<file path="src/inc/epwm_pkg.sv">
// Purpose: shared constants of the eight channel pwm timer
// Assumes: 32-bit ahb-lite register bus, one word per register
// Notes: channel cores are built 16 bits wide so pairs can join
package epwm_pkg;
  localparam int unsigned NCH = 8;
  localparam int unsigned NPAIR = 4;
  localparam int unsigned CH_W = 8;
  localparam int unsigned CORE_W = 16;
  localparam int unsigned ADDR_W = 8;
  localparam logic [ADDR_W-1:0] OFF_CTRL = 8'h00;
  localparam logic [ADDR_W-1:0] OFF_MODE = 8'h04;
  localparam logic [ADDR_W-1:0] OFF_STAT = 8'h08;
  localparam logic [ADDR_W-1:0] OFF_PER_BASE = 8'h20;
  localparam logic [ADDR_W-1:0] OFF_DUTY_BASE = 8'h40;
  localparam int unsigned CTRL_EN_LSB = 0;
  localparam int unsigned CTRL_POL_LSB = 8;
  localparam int unsigned CTRL_CTR_LSB = 16;
  localparam int unsigned CTRL_CAT_LSB = 24;
  localparam int unsigned CTRL_W = 28;
  localparam logic [CTRL_W-1:0] CTRL_RST = 28'h000_FF00;
  localparam logic [CH_W-1:0] MODE_RST = 8'h00;
  localparam logic [CH_W-1:0] PER_RST = 8'hFF;
  localparam logic [CH_W-1:0] DUTY_RST = 8'h00;
  localparam logic [1:0] HTRANS_NONSEQ = 2'b10;
  localparam logic [2:0] HSIZE_WORD = 3'b010;
  localparam logic HRESP_OKAY = 1'b0;
endpackage : epwm_pkg

</file>
<file path="src/inc/epwm_if.sv">
// Purpose: carriers between the pwm top, its bus slave and channel cores
// Assumes: single clock domain
// Notes: cfg side drives settings, core side returns the pin level
interface epwm_ch_if #(parameter int unsigned W = 16);
  logic en;
  logic pol;
  logic center;
  logic pcm;
  logic [W-1:0] per;
  logic [W-1:0] duty;
  logic out;
  modport cfg (output en, pol, center, pcm, per, duty, input out);
  modport core (input en, pol, center, pcm, per, duty, output out);
endinterface : epwm_ch_if

interface epwm_bus_if;
  logic wr_en;
  logic rd_en;
  logic [7:0] addr;
  logic [31:0] wdata;
  logic [31:0] rdata;
  modport slave (output wr_en, rd_en, addr, wdata, input rdata);
  modport regs (input wr_en, rd_en, addr, wdata, output rdata);
endinterface : epwm_bus_if

</file>
<file path="src/epwm_ahb_slave.sv">
// Purpose: ahb-lite slave front end for the pwm register file
// Assumes: single word transfers, hready fed back from hreadyout
// Notes: writes take no wait state, reads take one
module epwm_ahb_slave (
  input wire logic i_ref_clk,
  input wire logic i_nrst,
  input wire logic i_hsel,
  input wire logic [31:0] i_haddr,
  input wire logic [1:0] i_htrans,
  input wire logic i_hwrite,
  input wire logic [2:0] i_hsize,
  input wire logic [31:0] i_hwdata,
  input wire logic i_hready,
  output logic [31:0] o_hrdata,
  output logic o_hreadyout,
  epwm_bus_if.slave bus
);
  import epwm_pkg::*;
  logic ph_valid_reg, ph_valid_next;
  logic ph_write_reg, ph_write_next;
  logic [ADDR_W-1:0] ph_addr_reg, ph_addr_next;
  logic rd_wait_reg, rd_wait_next;
  logic [31:0] hrdata_reg, hrdata_next;
  logic take;

  always_comb begin
    take = i_hsel && i_htrans == HTRANS_NONSEQ && i_hsize == HSIZE_WORD && i_hready;
    ph_valid_next = ph_valid_reg;
    ph_write_next = ph_write_reg;
    ph_addr_next = ph_addr_reg;
    if (i_hready) begin
      ph_valid_next = take;
      ph_write_next = i_hwrite;
      ph_addr_next = i_haddr[ADDR_W-1:0];
    end
    rd_wait_next = bus.rd_en;
    hrdata_next = bus.rd_en ? bus.rdata : hrdata_reg;
  end

  always_ff @(posedge i_ref_clk or negedge i_nrst) begin
    if (!i_nrst) begin
      ph_valid_reg <= 1'b0;
      ph_write_reg <= 1'b0;
      ph_addr_reg <= '0;
      rd_wait_reg <= 1'b0;
      hrdata_reg <= 32'h0000_0000;
    end else begin
      ph_valid_reg <= ph_valid_next;
      ph_write_reg <= ph_write_next;
      ph_addr_reg <= ph_addr_next;
      rd_wait_reg <= rd_wait_next;
      hrdata_reg <= hrdata_next;
    end
  end

  // read data is fetched in the first data cycle, handed out in the second
  assign bus.rd_en = ph_valid_reg && !ph_write_reg && !rd_wait_reg;
  assign bus.wr_en = ph_valid_reg && ph_write_reg;
  assign bus.addr = ph_addr_reg;
  assign bus.wdata = i_hwdata;
  assign o_hreadyout = !bus.rd_en;
  assign o_hrdata = hrdata_reg;
endmodule : epwm_ahb_slave

</file>
<file path="src/epwm_chan.sv">
// Purpose: one pwm channel core with counter, shadow settings and pin level
// Assumes: settings from the register file, same clock
// Notes: pcm mode ignores centre alignment
module epwm_chan #(parameter int unsigned W = 16) (
  input wire logic i_ref_clk,
  input wire logic i_nrst,
  epwm_ch_if.core ch
);
  logic [W-1:0] cnt_reg, cnt_next;
  logic dir_reg, dir_next;
  logic [W-1:0] acc_reg, acc_next;
  logic [W-1:0] per_act_reg, per_act_next;
  logic [W-1:0] duty_act_reg, duty_act_next;
  logic out_reg, out_next;
  logic period_end;
  logic active;
  logic full;
  logic [W:0] acc_sum;

  always_comb begin
    cnt_next = cnt_reg;
    dir_next = dir_reg;
    acc_next = acc_reg;
    per_act_next = per_act_reg;
    duty_act_next = duty_act_reg;
    period_end = 1'b0;
    active = 1'b0;
    full = duty_act_reg >= per_act_reg;
    acc_sum = {1'b0, acc_reg} + {1'b0, duty_act_reg};
    if (!ch.en) begin
      cnt_next = '0;
      dir_next = 1'b0;
      acc_next = '0;
      period_end = 1'b1;
    end else if (ch.center && !ch.pcm) begin
      active = cnt_reg < duty_act_reg;
      if (per_act_reg == '0) begin
        period_end = 1'b1;
      end else if (!dir_reg) begin
        if (cnt_reg >= per_act_reg) begin
          dir_next = 1'b1;
          cnt_next = cnt_reg - 1'b1;
        end else begin
          cnt_next = cnt_reg + 1'b1;
        end
      end else if (cnt_reg <= W'(1)) begin
        cnt_next = '0;
        dir_next = 1'b0;
        period_end = 1'b1;
      end else begin
        cnt_next = cnt_reg - 1'b1;
      end
    end else begin
      dir_next = 1'b0;
      if (ch.pcm) begin
        active = (duty_act_reg != '0) && (full || acc_sum >= {1'b0, per_act_reg});
        if (!full) begin
          acc_next = active ? W'(acc_sum - {1'b0, per_act_reg}) : acc_sum[W-1:0];
        end
      end else begin
        active = cnt_reg < duty_act_reg;
      end
      if (({1'b0, cnt_reg} + 1'b1) >= {1'b0, per_act_reg}) begin
        cnt_next = '0;
        acc_next = '0;
        period_end = 1'b1;
      end else begin
        cnt_next = cnt_reg + 1'b1;
      end
    end
    if (period_end) begin
      per_act_next = ch.per;
      duty_act_next = ch.duty;
    end
    out_next = (ch.en && active) ? ch.pol : !ch.pol;
  end

  always_ff @(posedge i_ref_clk or negedge i_nrst) begin
    if (!i_nrst) begin
      cnt_reg <= '0;
      dir_reg <= 1'b0;
      acc_reg <= '0;
      per_act_reg <= '0;
      duty_act_reg <= '0;
      out_reg <= 1'b0;
    end else begin
      cnt_reg <= cnt_next;
      dir_reg <= dir_next;
      acc_reg <= acc_next;
      per_act_reg <= per_act_next;
      duty_act_reg <= duty_act_next;
      out_reg <= out_next;
    end
  end

  assign ch.out = out_reg;
endmodule : epwm_chan

</file>
<file path="src/epwm_top.sv">
// Purpose: eight channel 8-bit pwm timer with ahb-lite register access
// Assumes: single word transfers, hready fed back from hreadyout
// Notes: joined pairs drive the odd pin, even pin rests at its inactive level
//
// Implementation choices: the placing of the registers and the AHB-Lite slave port.
module epwm_top (
  input wire logic i_ref_clk,
  input wire logic i_nrst,
  input wire logic i_hsel,
  input wire logic [31:0] i_haddr,
  input wire logic [1:0] i_htrans,
  input wire logic i_hwrite,
  input wire logic [2:0] i_hsize,
  input wire logic [31:0] i_hwdata,
  input wire logic i_hready,
  output logic [31:0] o_hrdata,
  output logic o_hreadyout,
  output logic o_hresp,
  output logic [epwm_pkg::NCH-1:0] o_pwm
);
  import epwm_pkg::*;

  logic [CTRL_W-1:0] ctrl_reg, ctrl_next;
  logic [CH_W-1:0] mode_reg, mode_next;
  logic [CH_W-1:0] per_reg [NCH];
  logic [CH_W-1:0] per_next [NCH];
  logic [CH_W-1:0] duty_reg [NCH];
  logic [CH_W-1:0] duty_next [NCH];
  logic [NCH-1:0] ctrl_en;
  logic [NCH-1:0] ctrl_pol;
  logic [NCH-1:0] ctrl_center;
  logic [NPAIR-1:0] ctrl_cat;
  logic [2:0] reg_idx;
  logic is_per;
  logic is_duty;
  logic [31:0] rdata;

  epwm_bus_if bus ();
  epwm_ch_if #(.W(CORE_W)) chan [NCH] ();

  epwm_ahb_slave u_slave (
    .i_ref_clk(i_ref_clk),
    .i_nrst(i_nrst),
    .i_hsel(i_hsel),
    .i_haddr(i_haddr),
    .i_htrans(i_htrans),
    .i_hwrite(i_hwrite),
    .i_hsize(i_hsize),
    .i_hwdata(i_hwdata),
    .i_hready(i_hready),
    .o_hrdata(o_hrdata),
    .o_hreadyout(o_hreadyout),
    .bus(bus.slave)
  );

  assign o_hresp = HRESP_OKAY;

  assign ctrl_en = ctrl_reg[CTRL_EN_LSB +: NCH];
  assign ctrl_pol = ctrl_reg[CTRL_POL_LSB +: NCH];
  assign ctrl_center = ctrl_reg[CTRL_CTR_LSB +: NCH];
  assign ctrl_cat = ctrl_reg[CTRL_CAT_LSB +: NPAIR];

  // address decode shared by writes and reads
  assign reg_idx = bus.addr[4:2];
  assign is_per = bus.addr[7:5] == OFF_PER_BASE[7:5] && bus.addr[1:0] == 2'b00;
  assign is_duty = bus.addr[7:5] == OFF_DUTY_BASE[7:5] && bus.addr[1:0] == 2'b00;

  // register writes, unmapped addresses are ignored
  always_comb begin
    ctrl_next = ctrl_reg;
    mode_next = mode_reg;
    per_next = per_reg;
    duty_next = duty_reg;
    if (bus.wr_en) begin
      if (bus.addr == OFF_CTRL) begin
        ctrl_next = bus.wdata[CTRL_W-1:0];
      end
      if (bus.addr == OFF_MODE) begin
        mode_next = bus.wdata[CH_W-1:0];
      end
      if (is_per) begin
        per_next[reg_idx] = bus.wdata[CH_W-1:0];
      end
      if (is_duty) begin
        duty_next[reg_idx] = bus.wdata[CH_W-1:0];
      end
    end
  end

  always_ff @(posedge i_ref_clk or negedge i_nrst) begin
    if (!i_nrst) begin
      ctrl_reg <= CTRL_RST;
      mode_reg <= MODE_RST;
      for (int k = 0; k < NCH; k++) begin
        per_reg[k] <= PER_RST;
        duty_reg[k] <= DUTY_RST;
      end
    end else begin
      ctrl_reg <= ctrl_next;
      mode_reg <= mode_next;
      per_reg <= per_next;
      duty_reg <= duty_next;
    end
  end

  // read mux, unmapped addresses read as zero
  always_comb begin
    rdata = 32'h0000_0000;
    if (bus.addr == OFF_CTRL) begin
      rdata[CTRL_W-1:0] = ctrl_reg;
    end else if (bus.addr == OFF_MODE) begin
      rdata[CH_W-1:0] = mode_reg;
    end else if (bus.addr == OFF_STAT) begin
      rdata[NCH-1:0] = o_pwm;
    end else if (is_per) begin
      rdata[CH_W-1:0] = per_reg[reg_idx];
    end else if (is_duty) begin
      rdata[CH_W-1:0] = duty_reg[reg_idx];
    end
  end

  assign bus.rdata = rdata;

  // one core per channel, odd core takes the whole pair when joined
  for (genvar i = 0; i < NCH; i++) begin : g_ch
    if (i % 2 == 1) begin : g_odd
      assign chan[i].en = ctrl_en[i];
      assign chan[i].per = ctrl_cat[i/2] ? {per_reg[i], per_reg[i-1]} : {8'h00, per_reg[i]};
      assign chan[i].duty = ctrl_cat[i/2] ? {duty_reg[i], duty_reg[i-1]} : {8'h00, duty_reg[i]};
    end else begin : g_even
      assign chan[i].en = ctrl_en[i] && !ctrl_cat[i/2];
      assign chan[i].per = {8'h00, per_reg[i]};
      assign chan[i].duty = {8'h00, duty_reg[i]};
    end
    assign chan[i].pol = ctrl_pol[i];
    assign chan[i].center = ctrl_center[i];
    assign chan[i].pcm = mode_reg[i];
    assign o_pwm[i] = chan[i].out;

    epwm_chan #(.W(CORE_W)) u_chan (
      .i_ref_clk(i_ref_clk),
      .i_nrst(i_nrst),
      .ch(chan[i].core)
    );
  end

  // per channel register access and idle level
  for (genvar i = 0; i < NCH; i++) begin : g_chk

  end

  // joined pairs: odd core sees both halves, even pin rests
  for (genvar p = 0; p < NPAIR; p++) begin : g_pair_chk

  end
endmodule : epwm_top

</file>
<file path="config.mk">
export PLATFORM = sky130hd
export DESIGN_NAME = epwm_top
export DESIGN_NICKNAME = d
export VERILOG_FILES = /design/src/inc/epwm_pkg.sv /design/src/inc/epwm_if.sv /design/src/epwm_ahb_slave.sv /design/src/epwm_chan.sv /design/src/epwm_top.sv
export SDC_FILE = /design/constraint.sdc
export NUM_CORES = 2
export LEC_CHECK = 0
export ABC_AREA = 1
export BUFFER_PORTS_ARGS = -buffer_cell sky130_fd_sc_hd__buf_2
export CAP_MARGIN = 20
export CORE_AREA = 2 2 389 429
export DETAILED_ROUTE_END_ITERATION = 8
export DIE_AREA = 0 0 391 431
export SLEW_MARGIN = 40
export SYNTH_ARGS = -nofsm -noshare
export SYNTH_HDL_FRONTEND = slang
export SYNTH_SLANG_ARGS = --single-unit
</file>
<file path="constraint.sdc">
create_clock -name i_ref_clk -period 3.9 [get_ports i_ref_clk]
set_input_delay 0 -clock i_ref_clk [delete_from_list [all_inputs] [get_ports i_ref_clk]]
set_output_delay 0 -clock i_ref_clk [all_outputs]
set_load 0.05 [all_outputs]
</file>
==> flow_summary.toml <==
[floorplanning]
die_w_um = 391
rows = 156
die_h_um = 431
core-area_um2 = 164000
die-area_um2 = 168500
start_util_pct = 34.82
ios = 116

[finish]
mostFrequentLayoutCell = "nand2_1"
n_fill_cell = 17160
drive_gt1_share_pct = 9.761
layout_common_cells = "2064 x nand2_1, 996 x inv_1, 720 x nand3_1"
fin_area_um2 = 65430
final_util_pct = 39.91
nNetsFinal = 9074
area_growth_syn_to_layout_pct = 14.60

[synthesis]
synthFlopType = "dfrtp_1"
synth-adder-area-share_pct = 13.53
synth_compound_area_share_pct = 14.01
syn_area_per_cell_um2 = 7.019
yosys_warnings = 0
yosys-mux-area-fraction_pct = 0.3945
syn-cell-area_um2 = 57090
synth_edf_count = 0
synth_top_family_by_area = "simple AND/OR/NAND/NOR gates"
yosysSeqAreaShare_pct = 29.39
yosys_register_bits = 667
yosysUniqueCellTypes = 69
synth_xor_xnor_area_share_pct = 4.602
synth_cells = 8134
yosys.area_share.simple_pct = 29.15
async_flop_share_pct = 100.0

[status]
status = "finished, final reports clean"

[route]
viasPerCell = 5.412
wirelength_um = 200200
drt_first_pass_iters = 8
dr.first_iter.drc_count = 4739
maxUsedRoutingLayer = "met4"
vias = 57370
met3_length_um = 12620
drc = 0
route.met2.wl_um = 93090
ant_nets = 0
wl_per_cell_um = 18.89
wl_met1_um = 87520

[worst_setup_path]
slowest_stage = "dfrtp_1"
worstPathArrival_ns = 4.24
setup.worst_path.end_class = "register"
cp_common_cell = "nand2_1"
cp.required_ns = 4.48
path_class = "register to register"
crit_chain = "ha_2, fa_1, nand2_1, a21oi_2, nand2_1, nand2_1, xor2_2, ha_1, nand2_1, nor3_1, nand2_1, nand2_1, and2_1, nor2_4, nand2_2, nor2_4, nand3_2, nand2_4, buf_4, nor2_1, nand3_1, nand3_1, nand2_1"
cp-start-kind = "register"
cp_max_fo = 4
crit_path_max_incr_delay_ns = 0.38

[sta]
holdWs_ns = 0.07995
hold_violations = 0
setup_ws_ns = 0.2367
tightest_slew_ns = 0.8594
max_slew_margin_pct = 42.64
period_minus_slack_ns = 3.663
skew_ns = 0.03199
min_period_over_period_pct = 93.93
drv_slew = 0
fmax_mhz = 273.0
setup_viol = 0

[global_routing]
grt_max_degree = 110
antenna_found_initial = 3
grt_pass1_wl_um = 312000
overflow = 0
grtUsageTotal_pct = 23.21
grt_pass1_vias = 55040

[cts]
ctsRootBufferMaster = "clkbuf_16"
cts_tree = "done"
clock_latency_ns = 0.71
clkSlewWorstSetupHoldPaths_ns = 0.06
ctsLongestPathBuffers = 3
h-tree-depth = 3
cts_buffers = 85
cts_num_sinks = 667

[min_path]
hp-class = "input port to register"

[power_and_ir_drop]
finalPower_mw = 61.35
p_leak_nw = 34.42
power.density_nw_per_um2 = 937.6
ir_drop_v = 0.0006083

[placed_design]
postPlaceCellArea_um2 = 61160
place_ws_ns = -0.02041
port-buffer-count = 82
hpwl_um = 150500
place.gp.congestion = 0.9609

[run]
drv_cap = 0
-- timing repair --
action                                 CTS  global route
endpoints found under the hold margin  499             9
setup endpoints to repair                7           297
setup buffers                            0            15
gates resized for setup                  1           137
pin swaps                                0            32
hold buffers                            53             1
gates cloned                             0             4
-- where the power goes --
part | total [mW] | switching, mW | leakage [nW] | internal [mW]
Clock | 8.36 | 3.44 | 1.39 | 4.92
Combinational | 42.8 | 25.9 | 25.2 | 16.9
Sequential | 10.2 | 1.53 | 7.79 | 8.64
Total | 61.3 | 30.8 | 34.4 | 30.5
-- synthesized netlist by cell type (all sizes together) (14+ instances only) --
library cell / count / area (um2)
nor4: 60 / 381.6
xor2: 233 / 2041
clkbuf: 169 / 636.9
dfstp: 72 / 1892
fa: 16 / 320.3
nand2: 2094 / 7920
nor2: 526 / 2069
nand4: 213 / 1333
xnor2: 67 / 586.8
o221ai: 17 / 148.9
buf: 94 / 610.6
dfrtp: 595 / 14890
o21ai: 678 / 3435
nand3: 741 / 3796
a21o: 21 / 157.7
o21bai: 14 / 105.1
o211ai: 63 / 473.0
nor3: 117 / 655.6
or2: 28 / 175.2
o2111ai: 26 / 227.7
a31oi: 23 / 143.9
inv: 1012 / 3799
o31ai: 26 / 195.2
a21oi: 462 / 2331
nand3b: 27 / 202.7
o22ai: 20 / 125.1
ha: 592 / 7407
a21boi: 18 / 135.1
mux2: 20 / 225.2
-- final timing paths --
path	start	end	slack (ns)	depth (start not counted)
max	g_ch[4].u_chan.duty_act_reg[0]	g_ch[4].u_chan.acc_reg[14]	0.24	23
min	i_hwdata[8]	ctrl_reg[8]	0.08	4
max reg2reg	g_ch[4].u_chan.duty_act_reg[0]	g_ch[4].u_chan.acc_reg[14]	0.24	23
min reg2reg	u_slave.o_hrdata[12]	u_slave.o_hrdata[12]	0.48	2
max in group asynchronous	i_nrst	g_ch[1].u_chan.cnt_reg[1]	3.09	3
min in group asynchronous	i_nrst	chan[4].per[1]	0.12	2
-- routing by layer --
layer	global-route usage, %	vias up
met4	8.380	0
met2	38.25	1827
met3	3.218	381
li1	-	27730
met1	30.88	27430
met5	0	-
-- cell type report --
class | instances | area, um2 | area share [%]
antenna | 4 | 10.01 | 0.01530
clock buffer | 114 | 2387 | 3.649
clock inverter | 43 | 533.0 | 0.8146
inverter | 1023 | 3846 | 5.878
multi-input combinational | 6185 | 35800 | 54.72
sequential | 667 | 16790 | 25.66
tap | 2133 | 2669 | 4.079
timing repair buffer | 429 | 3386 | 5.175
timing repair inverter | 1 | 7.507 | 0.01147
-- critical path: cells and delay by family (launching register included) --
| family | cells | cell delay (ns) |
|---|---|---|
| adder cells (fa/ha/maj) | 3 | 0.95 |
| AO/OA/AOI/OAI | 1 | 0.09 |
| AND/OR/NAND/NOR | 17 | 1.81 |
| buffers and inverters | 1 | 0.16 |
| flip-flops | 1 | 0.38 |
| XOR/XNOR | 1 | 0.17 |
-- stage by stage --
stage / TNS (ns) / cells
after floorplan: 0 / 8138
after global placement: 0 / 10360
after detailed placement: -0.02041 / 10360
after CTS: 0 / 10570
after global routing: -0.2608 / 10600
final: 0 / 10600
-- cell families (layout without fill, tap and decap cells) --
| logic type | Yosys count | after routing |
|---|---|---|
| mux | 20 | 20 |
| xor+xnor | 300 | 300 |
| simple gates | 3821 | 3821 |
| other cells | 1 | 9 |
| fa+ha+maj | 608 | 608 |
| buf+inv | 1286 | 1610 |
| compound gates | 1431 | 1431 |
| flops | 667 | 667 |
Note: power is estimated with default switching activity, not from simulation.
